## src/rxcfg_pkg.sv

```systemverilog
package rxcfg_pkg;

   // ****************************************
   // Register map
   // ****************************************
   localparam int ADDR_W = 6;
   localparam logic [ADDR_W-1:0] AUX_DEF_ADDR = 6'h09;
   localparam logic [ADDR_W-1:0] RX_CFG1_ADDR = 6'h0A;
   localparam logic [ADDR_W-1:0] RX_CFG2_ADDR = 6'h0B;
   localparam logic [7:0]        UNMAPPED_VAL = 8'h00;

   // ****************************************
   // Field layouts
   // ****************************************
   typedef struct packed {
      logic       rx_without_crc;
      logic       crc_into_fifo;
      logic       tx_modulation_select;
      logic       ext_field_detect_enable;
      logic       driver_tristate_on_keying;
      logic       rx_tolerant;
      logic       field_on_n_hi;
      logic       field_on_n_lo;
   } rxcfg_aux_type;

   typedef struct packed {
      logic       rx_channel_select;
      logic       am_demod_mixer;
      logic [2:0] lowpass_code;
      logic [2:0] zero_setting;
   } rxcfg_rx1_type;

   typedef struct packed {
      logic       receiver_low_power;
      logic       lowfreq_split_inputs;
      logic       lowfreq_on_input;
      logic       agc_enable;
      logic       agc_full_period;
      logic       agc_reset_alg;
      logic       auto_squelch;
      logic       pm_mixer_clock_source;
   } rxcfg_rx2_type;

   localparam rxcfg_aux_type AUX_DEFAULT = 8'h04;
   localparam rxcfg_rx1_type RX1_DEFAULT = 8'h00;
   localparam rxcfg_rx2_type RX2_DEFAULT = 8'h1A;

   // ****************************************
   // Timing
   // ****************************************
   localparam int  CLK_HZ          = 10_000_000;
   localparam real SQ_DELAY_US     = 18.88;
   localparam real CARRIER_HZ      = 13.56e6;
   localparam int  MRT_STEP_FC     = 64;
   localparam int  MRT_MIN_STEPS   = 4;
   localparam int  CNT_W           = 16;
   // Least time: rounded up
   localparam int  SQ_DELAY_CYC_I  =
      int'($ceil(SQ_DELAY_US * real'(CLK_HZ) / 1.0e6));
   // Timer step: period rounded down, at least one cycle
   localparam int  MRT_STEP_CYC_I  =
      (int'($floor(real'(MRT_STEP_FC) * real'(CLK_HZ) / CARRIER_HZ)) < 1)
      ? 1 : int'($floor(real'(MRT_STEP_FC) * real'(CLK_HZ) / CARRIER_HZ));
   localparam logic [CNT_W-1:0] SQ_DELAY_CYC = CNT_W'(SQ_DELAY_CYC_I);
   localparam logic [CNT_W-1:0] MRT_STEP_CYC = CNT_W'(MRT_STEP_CYC_I);
   localparam logic [7:0]       MRT_MIN     = 8'(MRT_MIN_STEPS);
   localparam logic [CNT_W-1:0] CNT_ONE     = 16'h0001;
   localparam logic [CNT_W-1:0] CNT_ZERO    = 16'h0000;

   // ****************************************
   // Squelch sequencer
   // ****************************************
   typedef enum logic [2:0] {
      SQ_IDLE   = 3'b001,
      SQ_DELAY  = 3'b010,
      SQ_ACTIVE = 3'b100
   } rxcfg_sq_state_type;

endpackage : rxcfg_pkg

```

## src/rxcfg_regs.sv

```systemverilog
`timescale 1ns/1ns
// Contract
// - Receive-without-CRC bit skips CRC check
// - REQA, WUPA, anticollision always skip CRC
// - CRC-to-FIFO bit keeps CRC bytes; output forced off while CRC check is off
// - Modulation bit: OOK or AM, preset sets
// - Enable external field detector
// - Tristate drivers during OOK keying
// - Tolerant decoder bit, default one
// - Two bits give field-on n
// - Channel bit picks single enabled channel
// - Manual mode: channel bit feeds framing
// - AM demodulator peak or mixer
// - Lowpass and zero-setting codes to filter
// - Receiver low-power mode bit
// - LF inputs differential or split
// - Route LF signal onto receiver
// - AGC window eight pulses or whole
// - AGC algorithm preset or reset
// - Auto squelch after delay until mask
// - PM mixer clock source select
// - Defaults at reset and set-default
// - Mask timer steps of 64 carrier periods
module rxcfg_regs (
   input  wire logic                         core_clk_in,
   input  wire logic                         rst_b_in,
   input  wire logic                         wr_en_in,
   input  wire logic                         rd_en_in,
   input  wire logic [rxcfg_pkg::ADDR_W-1:0] addr_in,
   input  wire logic [7:0]                   wr_data_in,
   input  wire logic                         set_default_in,
   input  wire logic                         analog_preset_in,
   input  wire logic                         preset_am_in,
   input  wire logic                         auto_no_crc_frame_in,
   input  wire logic                         ook_keying_in,
   input  wire logic                         am_enabled_in,
   input  wire logic                         pm_enabled_in,
   input  wire logic                         manual_channel_in,
   input  wire logic                         single_ended_in,
   input  wire logic                         tx_end_in,
   input  wire logic [7:0]                   mask_timer_in,
   output logic [7:0]                        rd_data_out,
   output rxcfg_pkg::rxcfg_aux_type          aux_cfg_out,
   output rxcfg_pkg::rxcfg_rx1_type          rx1_cfg_out,
   output rxcfg_pkg::rxcfg_rx2_type          rx2_cfg_out,
   output logic                              crc_check_out,
   output logic                              crc_to_fifo_out,
   output logic                              driver_tristate_out,
   output logic                              ext_field_detect_out,
   output logic [1:0]                        field_on_n_out,
   output logic                              am_channel_on_out,
   output logic                              pm_channel_on_out,
   output logic                              framing_from_pm_out,
   output logic                              pm_mix_internal_out,
   output logic                              squelch_active_out
);
   import rxcfg_pkg::*;

   // ****************************************
   // State
   // ****************************************
   typedef struct packed {
      rxcfg_aux_type       aux;
      rxcfg_rx1_type       rx1;
      rxcfg_rx2_type       rx2;
      logic [7:0]          rd_data;
      logic                crc_check;
      logic                crc_to_fifo;
      logic                tristate;
      logic                ext_fd;
      logic [1:0]          field_n;
      logic                am_on;
      logic                pm_on;
      logic                framing_pm;
      logic                pm_mix_int;
      logic                squelch;
      rxcfg_sq_state_type  sq_state;
      logic [CNT_W-1:0]    delay_cnt;
      logic [CNT_W-1:0]    mask_cnt;
   } rxcfg_state_type;

   localparam rxcfg_state_type STATE_RESET = '{
      aux:         AUX_DEFAULT,
      rx1:         RX1_DEFAULT,
      rx2:         RX2_DEFAULT,
      rd_data:     UNMAPPED_VAL,
      crc_check:   1'b1,
      crc_to_fifo: 1'b0,
      tristate:    1'b0,
      ext_fd:      1'b0,
      field_n:     2'b00,
      am_on:       1'b0,
      pm_on:       1'b0,
      framing_pm:  1'b0,
      pm_mix_int:  1'b0,
      squelch:     1'b0,
      sq_state:    SQ_IDLE,
      delay_cnt:   CNT_ZERO,
      mask_cnt:    CNT_ZERO
   };

   rxcfg_state_type state_reg;
   rxcfg_state_type state_next;
   logic [7:0]       mrt_steps;
   logic [CNT_W-1:0] mask_total;

   // ****************************************
   // Next state
   // ****************************************
   always_comb begin
      state_next = state_reg;
      mrt_steps  = (mask_timer_in < MRT_MIN) ? MRT_MIN : mask_timer_in;
      mask_total = CNT_W'(mrt_steps * MRT_STEP_CYC);

      if (analog_preset_in) begin
         state_next.aux.tx_modulation_select = preset_am_in;
      end
      if (wr_en_in) begin
         unique case (addr_in)
            AUX_DEF_ADDR: state_next.aux = rxcfg_aux_type'(wr_data_in);
            RX_CFG1_ADDR: state_next.rx1 = rxcfg_rx1_type'(wr_data_in);
            RX_CFG2_ADDR: state_next.rx2 = rxcfg_rx2_type'(wr_data_in);
            default: begin
            end
         endcase
      end
      if (set_default_in) begin
         state_next.aux = AUX_DEFAULT;
         state_next.rx1 = RX1_DEFAULT;
         state_next.rx2 = RX2_DEFAULT;
      end

      if (rd_en_in) begin
         unique case (addr_in)
            AUX_DEF_ADDR: state_next.rd_data = state_reg.aux;
            RX_CFG1_ADDR: state_next.rd_data = state_reg.rx1;
            RX_CFG2_ADDR: state_next.rd_data = state_reg.rx2;
            default:      state_next.rd_data = UNMAPPED_VAL;
         endcase
      end

      state_next.crc_check = !(state_reg.aux.rx_without_crc ||
                               auto_no_crc_frame_in);
      state_next.crc_to_fifo = state_reg.aux.crc_into_fifo &&
                               !state_next.crc_check ? 1'b0 :
                               state_reg.aux.crc_into_fifo;
      state_next.tristate = state_reg.aux.driver_tristate_on_keying &&
                            !state_reg.aux.tx_modulation_select &&
                            ook_keying_in;
      state_next.ext_fd  = state_reg.aux.ext_field_detect_enable;
      state_next.field_n = {state_reg.aux.field_on_n_hi,
                            state_reg.aux.field_on_n_lo};

      if (am_enabled_in && pm_enabled_in) begin
         state_next.am_on      = 1'b1;
         state_next.pm_on      = 1'b1;
         state_next.framing_pm = manual_channel_in ?
                                 state_reg.rx1.rx_channel_select :
                                 state_reg.framing_pm;
      end else if (am_enabled_in || pm_enabled_in) begin
         state_next.am_on      = !state_reg.rx1.rx_channel_select;
         state_next.pm_on      = state_reg.rx1.rx_channel_select;
         state_next.framing_pm = state_reg.rx1.rx_channel_select;
      end else begin
         state_next.am_on      = 1'b0;
         state_next.pm_on      = 1'b0;
         state_next.framing_pm = state_reg.framing_pm;
      end
      state_next.pm_mix_int = single_ended_in ||
                              state_reg.rx2.pm_mixer_clock_source;

      if (state_reg.mask_cnt != CNT_ZERO) begin
         state_next.mask_cnt = state_reg.mask_cnt - CNT_ONE;
      end
      unique case (state_reg.sq_state)
         SQ_IDLE: begin
            if (tx_end_in && state_reg.rx2.auto_squelch) begin
               state_next.sq_state  = SQ_DELAY;
               state_next.delay_cnt = SQ_DELAY_CYC;
               state_next.mask_cnt  = mask_total;
            end
         end
         SQ_DELAY: begin
            if (state_reg.mask_cnt <= CNT_ONE) begin
               state_next.sq_state = SQ_IDLE;
            end else if (state_reg.delay_cnt <= CNT_ONE) begin
               state_next.sq_state = SQ_ACTIVE;
               state_next.squelch  = 1'b1;
            end else begin
               state_next.delay_cnt = state_reg.delay_cnt - CNT_ONE;
            end
         end
         SQ_ACTIVE: begin
            if (state_reg.mask_cnt <= CNT_ONE) begin
               state_next.sq_state = SQ_IDLE;
               state_next.squelch  = 1'b0;
            end
         end
      endcase
      if (!state_next.rx2.auto_squelch) begin
         state_next.sq_state = SQ_IDLE;
         state_next.squelch  = 1'b0;
      end
   end

   // ****************************************
   // Registers
   // ****************************************
   // power-up defaults
   always_ff @(posedge core_clk_in or negedge rst_b_in) begin
      if (!rst_b_in) begin
         state_reg <= STATE_RESET;
      end else begin
         state_reg <= state_next;
      end
   end

   // ****************************************
   // Outputs
   // ****************************************
   // field outputs
   assign aux_cfg_out          = state_reg.aux;
   assign rx1_cfg_out          = state_reg.rx1;
   assign rx2_cfg_out          = state_reg.rx2;
   assign rd_data_out          = state_reg.rd_data;
   assign crc_check_out        = state_reg.crc_check;
   assign crc_to_fifo_out      = state_reg.crc_to_fifo;
   assign driver_tristate_out  = state_reg.tristate;
   assign ext_field_detect_out = state_reg.ext_fd;
   assign field_on_n_out       = state_reg.field_n;
   assign am_channel_on_out    = state_reg.am_on;
   assign pm_channel_on_out    = state_reg.pm_on;
   assign framing_from_pm_out  = state_reg.framing_pm;
   assign pm_mix_internal_out  = state_reg.pm_mix_int;
   assign squelch_active_out   = state_reg.squelch;

endmodule : rxcfg_regs

```

## config.mk

```make
export PLATFORM = sky130hd
export DESIGN_NAME = rxcfg_regs
export DESIGN_NICKNAME = d
export VERILOG_FILES = /design/src/rxcfg_pkg.sv /design/src/rxcfg_regs.sv
export SDC_FILE = /design/constraint.sdc
export NUM_CORES = 1
export LEC_CHECK = 0
export CAP_MARGIN = 20
export CELL_PAD_IN_SITES_DETAIL_PLACEMENT = 0
export CELL_PAD_IN_SITES_GLOBAL_PLACEMENT = 1
export CORE_AREA = 2 2 107 109
export CTS_CLUSTER_DIAMETER = 30
export DETAILED_ROUTE_END_ITERATION = 7
export DIE_AREA = 0 0 109 111
export DONT_BUFFER_PORTS = 1
export MAX_ROUTING_LAYER = met4
export PLACE_DENSITY_LB_ADDON = 0.1
export SLEW_MARGIN = 20
export SYNTH_ARGS = -nofsm -noshare
export SYNTH_HDL_FRONTEND = slang
export SYNTH_SLANG_ARGS = --single-unit
```

## constraint.sdc

```tcl
create_clock -name core_clk_in -period 2.6 [get_ports core_clk_in]
set_clock_uncertainty 0.1 [all_clocks]
set_input_delay 0 -clock core_clk_in [delete_from_list [all_inputs] [get_ports core_clk_in]]
set_output_delay 0 -clock core_clk_in [all_outputs]
set_load 0.02 [all_outputs]
```

# Word-level counts from Yosys, hierarchy flattened
# Index checks and enable logic that the tools add are counted.
# classes
magnitude_cmp	3
n_reduce_logical	25
mux	25
eq_ne	16
addsub	2
multipliers	1
# op_table
op	count
16-bit 2-to-1 mux	4
24-bit 2-to-1 mux	2
35-bit 2-to-1 mux	1
16-bit by 1-bit less-or-equal comparator with 1-bit output, second input constant	2
8-bit 2-to-1 mux	4
16-bit case mux with 2 select lines	1
16-bit by 1-bit subtractor with 16-bit output, second input constant	2
8-bit case mux with 3 select lines	1
6-bit by 4-bit equality test with 1-bit output, second input constant	3
16-bit nonzero test	1
8-bit by 6-bit multiplier with 14-bit output, second input constant	1
4-bit 2-to-1 mux	3
3-bit inequality test, second input constant	4
2-bit nonzero test	6
3-bit 2-to-1 mux	3
3-bit case mux with 3 select lines	1
8-bit by 3-bit < comparator with 1-bit output, second input constant	1
2-bit inequality test, second input constant	4
2-bit AND reduction	4
4-bit AND reduction	2
1-bit logical AND	5
1-bit 2-to-1 mux	4
4-bit inequality test, second input constant	1
3-bit by 1-bit equality test with 1-bit output, second input constant	1
other kinds (7)	11
# totals
elab_cells	106
inputBits	36
reg_bits	78

# Logic depth before layout (Yosys ltp)
# depth
word_depth	6
mapped_depth	17

# Worst setup path before layout
# OpenSTA, ideal clock, no wires.
# synth_timing
path_type	input -> register
startpoint	in mask_timer_in[4]
endpoint	reg state_reg[13] (netlist name)
arrival_ns	3.337
path_stages	17
required_ns	2.371
n_path_buf	0
slack_ns	-0.966
cell_sequence	inv_1 ha_1 nand3_1 nand2b_1 inv_1 fa_1 inv_1 ha_1 ha_1 ha_1 fa_1 a211oi_1 nor2_1 o31ai_1 a31oi_1 xnor2_1 mux2i_1
# synth_lines
item	line_no	source
start: declaration	rxcfg_regs.sv:41	input wire logic [7:0] mask_timer_in,
end signal: assignment	rxcfg_regs.sv:214	state_reg <= state_next;
end: declaration	rxcfg_regs.sv:102	rxcfg_state_type state_reg;

==> impl_results.md <==
- Synth area leader: dfrtp_1
- Setup violators final: 7
- Post-layout min period: 2930 ps
- Synth Instances: 558
- Initial antenna violation count: 0
- Die area: 12100 um2
- Multiplexer area fraction after synthesis: 5.38%
- First-pass GRT wire length: between 15 and 20 mm
- Synth Area in XOR/XNOR: 3.82%
- Hold Crit Endpoint: rx2_cfg_out[1]$_DFF_PN1_
- R2r endpoint: state_reg[23]$_DFFE_PN0P_
- PortBufs: 0
- Antenna-violating nets left: 0
- Fraction of layout cells with a size suffix above 1: 24.7%
- CP max FO: 5
- Pre-CTS setup slack: -807 ps
- Sum of negative setup slack: -2120 ps
- Slew Limit Headroom: 39.9%
- Slack of the critical path: -334 ps
- Worst EP required: 2720 ps
- Syn Std Cell Area: between 5000 and 6000 um2
- Sink Count: around 80
- Unrepaired setup endpoints after global routing: yes
- Period utilisation layout: 113%
- FMAX: approximately 340 MHz
- Yosys cell types: 58
- Die H: 111 um
- GRT Total Usage: 20.8%
- Final Hold Viols: 0
- Worst Tran Pin Value: ~900 ps
- Max-cap violations: 0
- Avg Cell Area, Syn: 9.46 um2
- Drc violations: 0
- FF-to-FF path depth: 7
- Number of flops mapped to enable cells by yosys: 0
- CP peak stage delay: 540 ps
- Vias: 3991
- Initial Util: between 40% and 50%
- GR Overflow Total: 0
- Final wirelength: between 10 and 15 mm
- CP arrival: 3050 ps
- WL per Instance: roughly 16 um
- # diodes: 0
- Synth cell count leaders: dfrtp_1, nor2_1, inv_1
- CP most frequent cell: ha_4
- Setup crit end kind: flop
- Hold crit path type: in2reg
- CTS max path bufs: 2
- Status: finished, violations left
- I/O pins: 79
- # fillers: 943
- Worst Hold Slack: 31.9 ps
- Largest net degree at the start of global routing: 79
- Layout Nets: 678
- CTS H-Tree Depth: 3
- Clock slew at reported path FFs: about 60 ps
- CP Launch Type: primary input
- Cell row count: 39
- Synth Area in Compound Gates: 13.7%
- Top cell type's share of synthesized area: approximately 34%
- Routability cong.: 0.815
- Largest family of logic cells by synthesized area: simple AND/OR/NAND/NOR gates
- Fin cells: about 740
- Synthesized-area fraction occupied by adder cells: 14.4%
- Routed vias/inst: 5.40
- Ys flop type: dfrtp_1
- Type of the worst setup path: in2reg
- Flop-to-flop setup slack: 240 ps
- Final Slew Violations: 0
- Area delta synth->final: 22.5%
- Sequential area share after synthesis: 37.1%
- TritonRoute pass-1 iters: 4
- Syn. warnings: 0
- Ys async rst share: 100%
- Worst hold path depth: 4
- R2R Path Start: state_reg[3]$_DFF_PN0_
- CTS buffer count: 9
- Iter 0 DRT Violations: 131
- Synthesis-stage register bit count: between 70 and 80
- Synth Area in Simple Gates: between 15 and 20%
- Count leader, synth: dfrtp_1
- CTS tree: built
- Crit path cell chain: inv_12 -> ha_4 -> nand3_4 -> nand2b_4 -> inv_2 -> fa_1 -> inv_2 -> ha_4 -> fa_2 -> buf_4 -> ha_4 -> a211oi_2 -> buf_4 -> o211ai_1 -> a41oi_2 -> xnor2_1 -> nand2_1 -> o21ai_1
- Clk_lat worst skew: around 340 ps
- Pwr/cell area: 810 nW/um2
- Inst Count DP: 689
- Max reg flops: 35
- Core Area: roughly 11000 um2
- Syn Nets: 645
- Worst ir drop on vdd: 0.393 mV
- Failing checks: setup timing
- LEAKAGE: 2.88 nW
- Clock root buffer: clkbuf_16
- Die X: 109 um
- Vias in the first global route: 4137
- Area contributors post-synth: dfrtp_1, ha_1, fa_1
- DP HPWL: about 8.3 mm
- HP Start: wr_en_in
- Slowest CP cell: fa_1
per-stage QoR:
stage / total power, mW / utilization [%] / cell area, um2
2_1_floorplan: 3.06 / - / 5410
3_3_place_gp: 3.60 / 50.3 / 5580
3_5_place_dp: 3.65 / 50.3 / 5580
4_1_cts: 5.19 / 57.5 / 6370
5_1_grt: 5.65 / 58.4 / 6460
6_report: 5.24 / 58.4 / 6460
report_power, final:
group / total (mW) / switching [mW] / internal [mW]
sequential: 1.75 / 0.296 / 1.45
combinational: 2.22 / 1.10 / 1.12
clock: 1.27 / 0.519 / 0.751
logic make-up (layout without fill, tap and decap cells):
logic type | Yosys count | count (layout)
AND/OR/NAND/NOR | 156 | 156
XOR/XNOR | 23 | 23
multiplexers | 27 | 27
buffers and inverters | 108 | 146
flip-flops | 78 | 78
AO/OA/AOI/OAI | 115 | 115
adder cells (fa/ha/maj) | 51 | 51
worst max-delay path by stage:
| stage | from | to | slack (ps) | depth (start not counted) |
|---|---|---|---|---|
| floorplan | mask_timer_in[6] | state_reg[13]$_DFF_PN0_ | -660 | 16 |
| global placement | mask_timer_in[7] | state_reg[13]$_DFF_PN0_ | -750 | 16 |
| detailed placement | mask_timer_in[3] | state_reg[13]$_DFF_PN0_ | -810 | 14 |
| CTS | mask_timer_in[6] | state_reg[13]$_DFF_PN0_ | -330 | 15 |
| global route | mask_timer_in[6] | state_reg[13]$_DFF_PN0_ | -520 | 16 |
| finish | mask_timer_in[6] | state_reg[12]$_DFF_PN0_ | -330 | 18 |
per-layer routing:
layer | wire length, um | part of all wire [%] | global-route usage (%)
met5 | 0 | 0 | -
met4 | 122 | 1.0 | 4.87
met3 | 536 | 4.6 | 4.12
met2 | 5750 | 49 | 34.1
met1 | 5360 | 46 | 26.4
area by class of cell:
type / instances / area, um2 / share of cell area, %
clock inverter: 6 / 71.3 / 1.10
tap: 143 / 179 / 2.77
multi-input combinational: 372 / 3120 / 48.3
sequential: 78 / 1960 / 30.3
clock buffer: 10 / 229 / 3.54
timing repair buffer: 75 / 656 / 10.1
inverter: 55 / 249 / 3.85
cell usage in the layout, fill, tap and decap left out, drive strengths merged, types with 7 or more instances in the layout:
| cell type | instances |
|---|---|
| mux2i | 16 |
| or4 | 9 |
| buf | 49 |
| a22oi | 8 |
| mux2 | 11 |
| dfrtp | 72 |
| ha | 35 |
| a21oi | 32 |
| fa | 16 |
| nor2 | 65 |
| clkbuf | 10 |
| and2 | 7 |
| xnor2 | 18 |
| o22ai | 11 |
| nand2 | 30 |
| dlygate4sd3 | 26 |
| inv | 56 |
| o21ai | 30 |
critical path, delay by kind of cell:
| kind | cells | cell delay [ps] |
|---|---|---|
| AO/OA/AOI/OAI | 4 | 590 |
| AND/OR/NAND/NOR | 3 | 320 |
| XOR/XNOR | 1 | 150 |
| buffers and inverters | 5 | 420 |
| adder cells (fa/ha/maj) | 5 | 1550 |
what timing repair did:
action | CTS | global route
buffers inserted | 4 | 5
endpoints found under the setup margin | 8 | 9
hold buffers | 27 | 0
resized for setup | 40 | 9
hold endpoints to repair | 122 | 0
pin swaps | 37 | 19
Note: power is estimated with default switching activity, not from simulation.
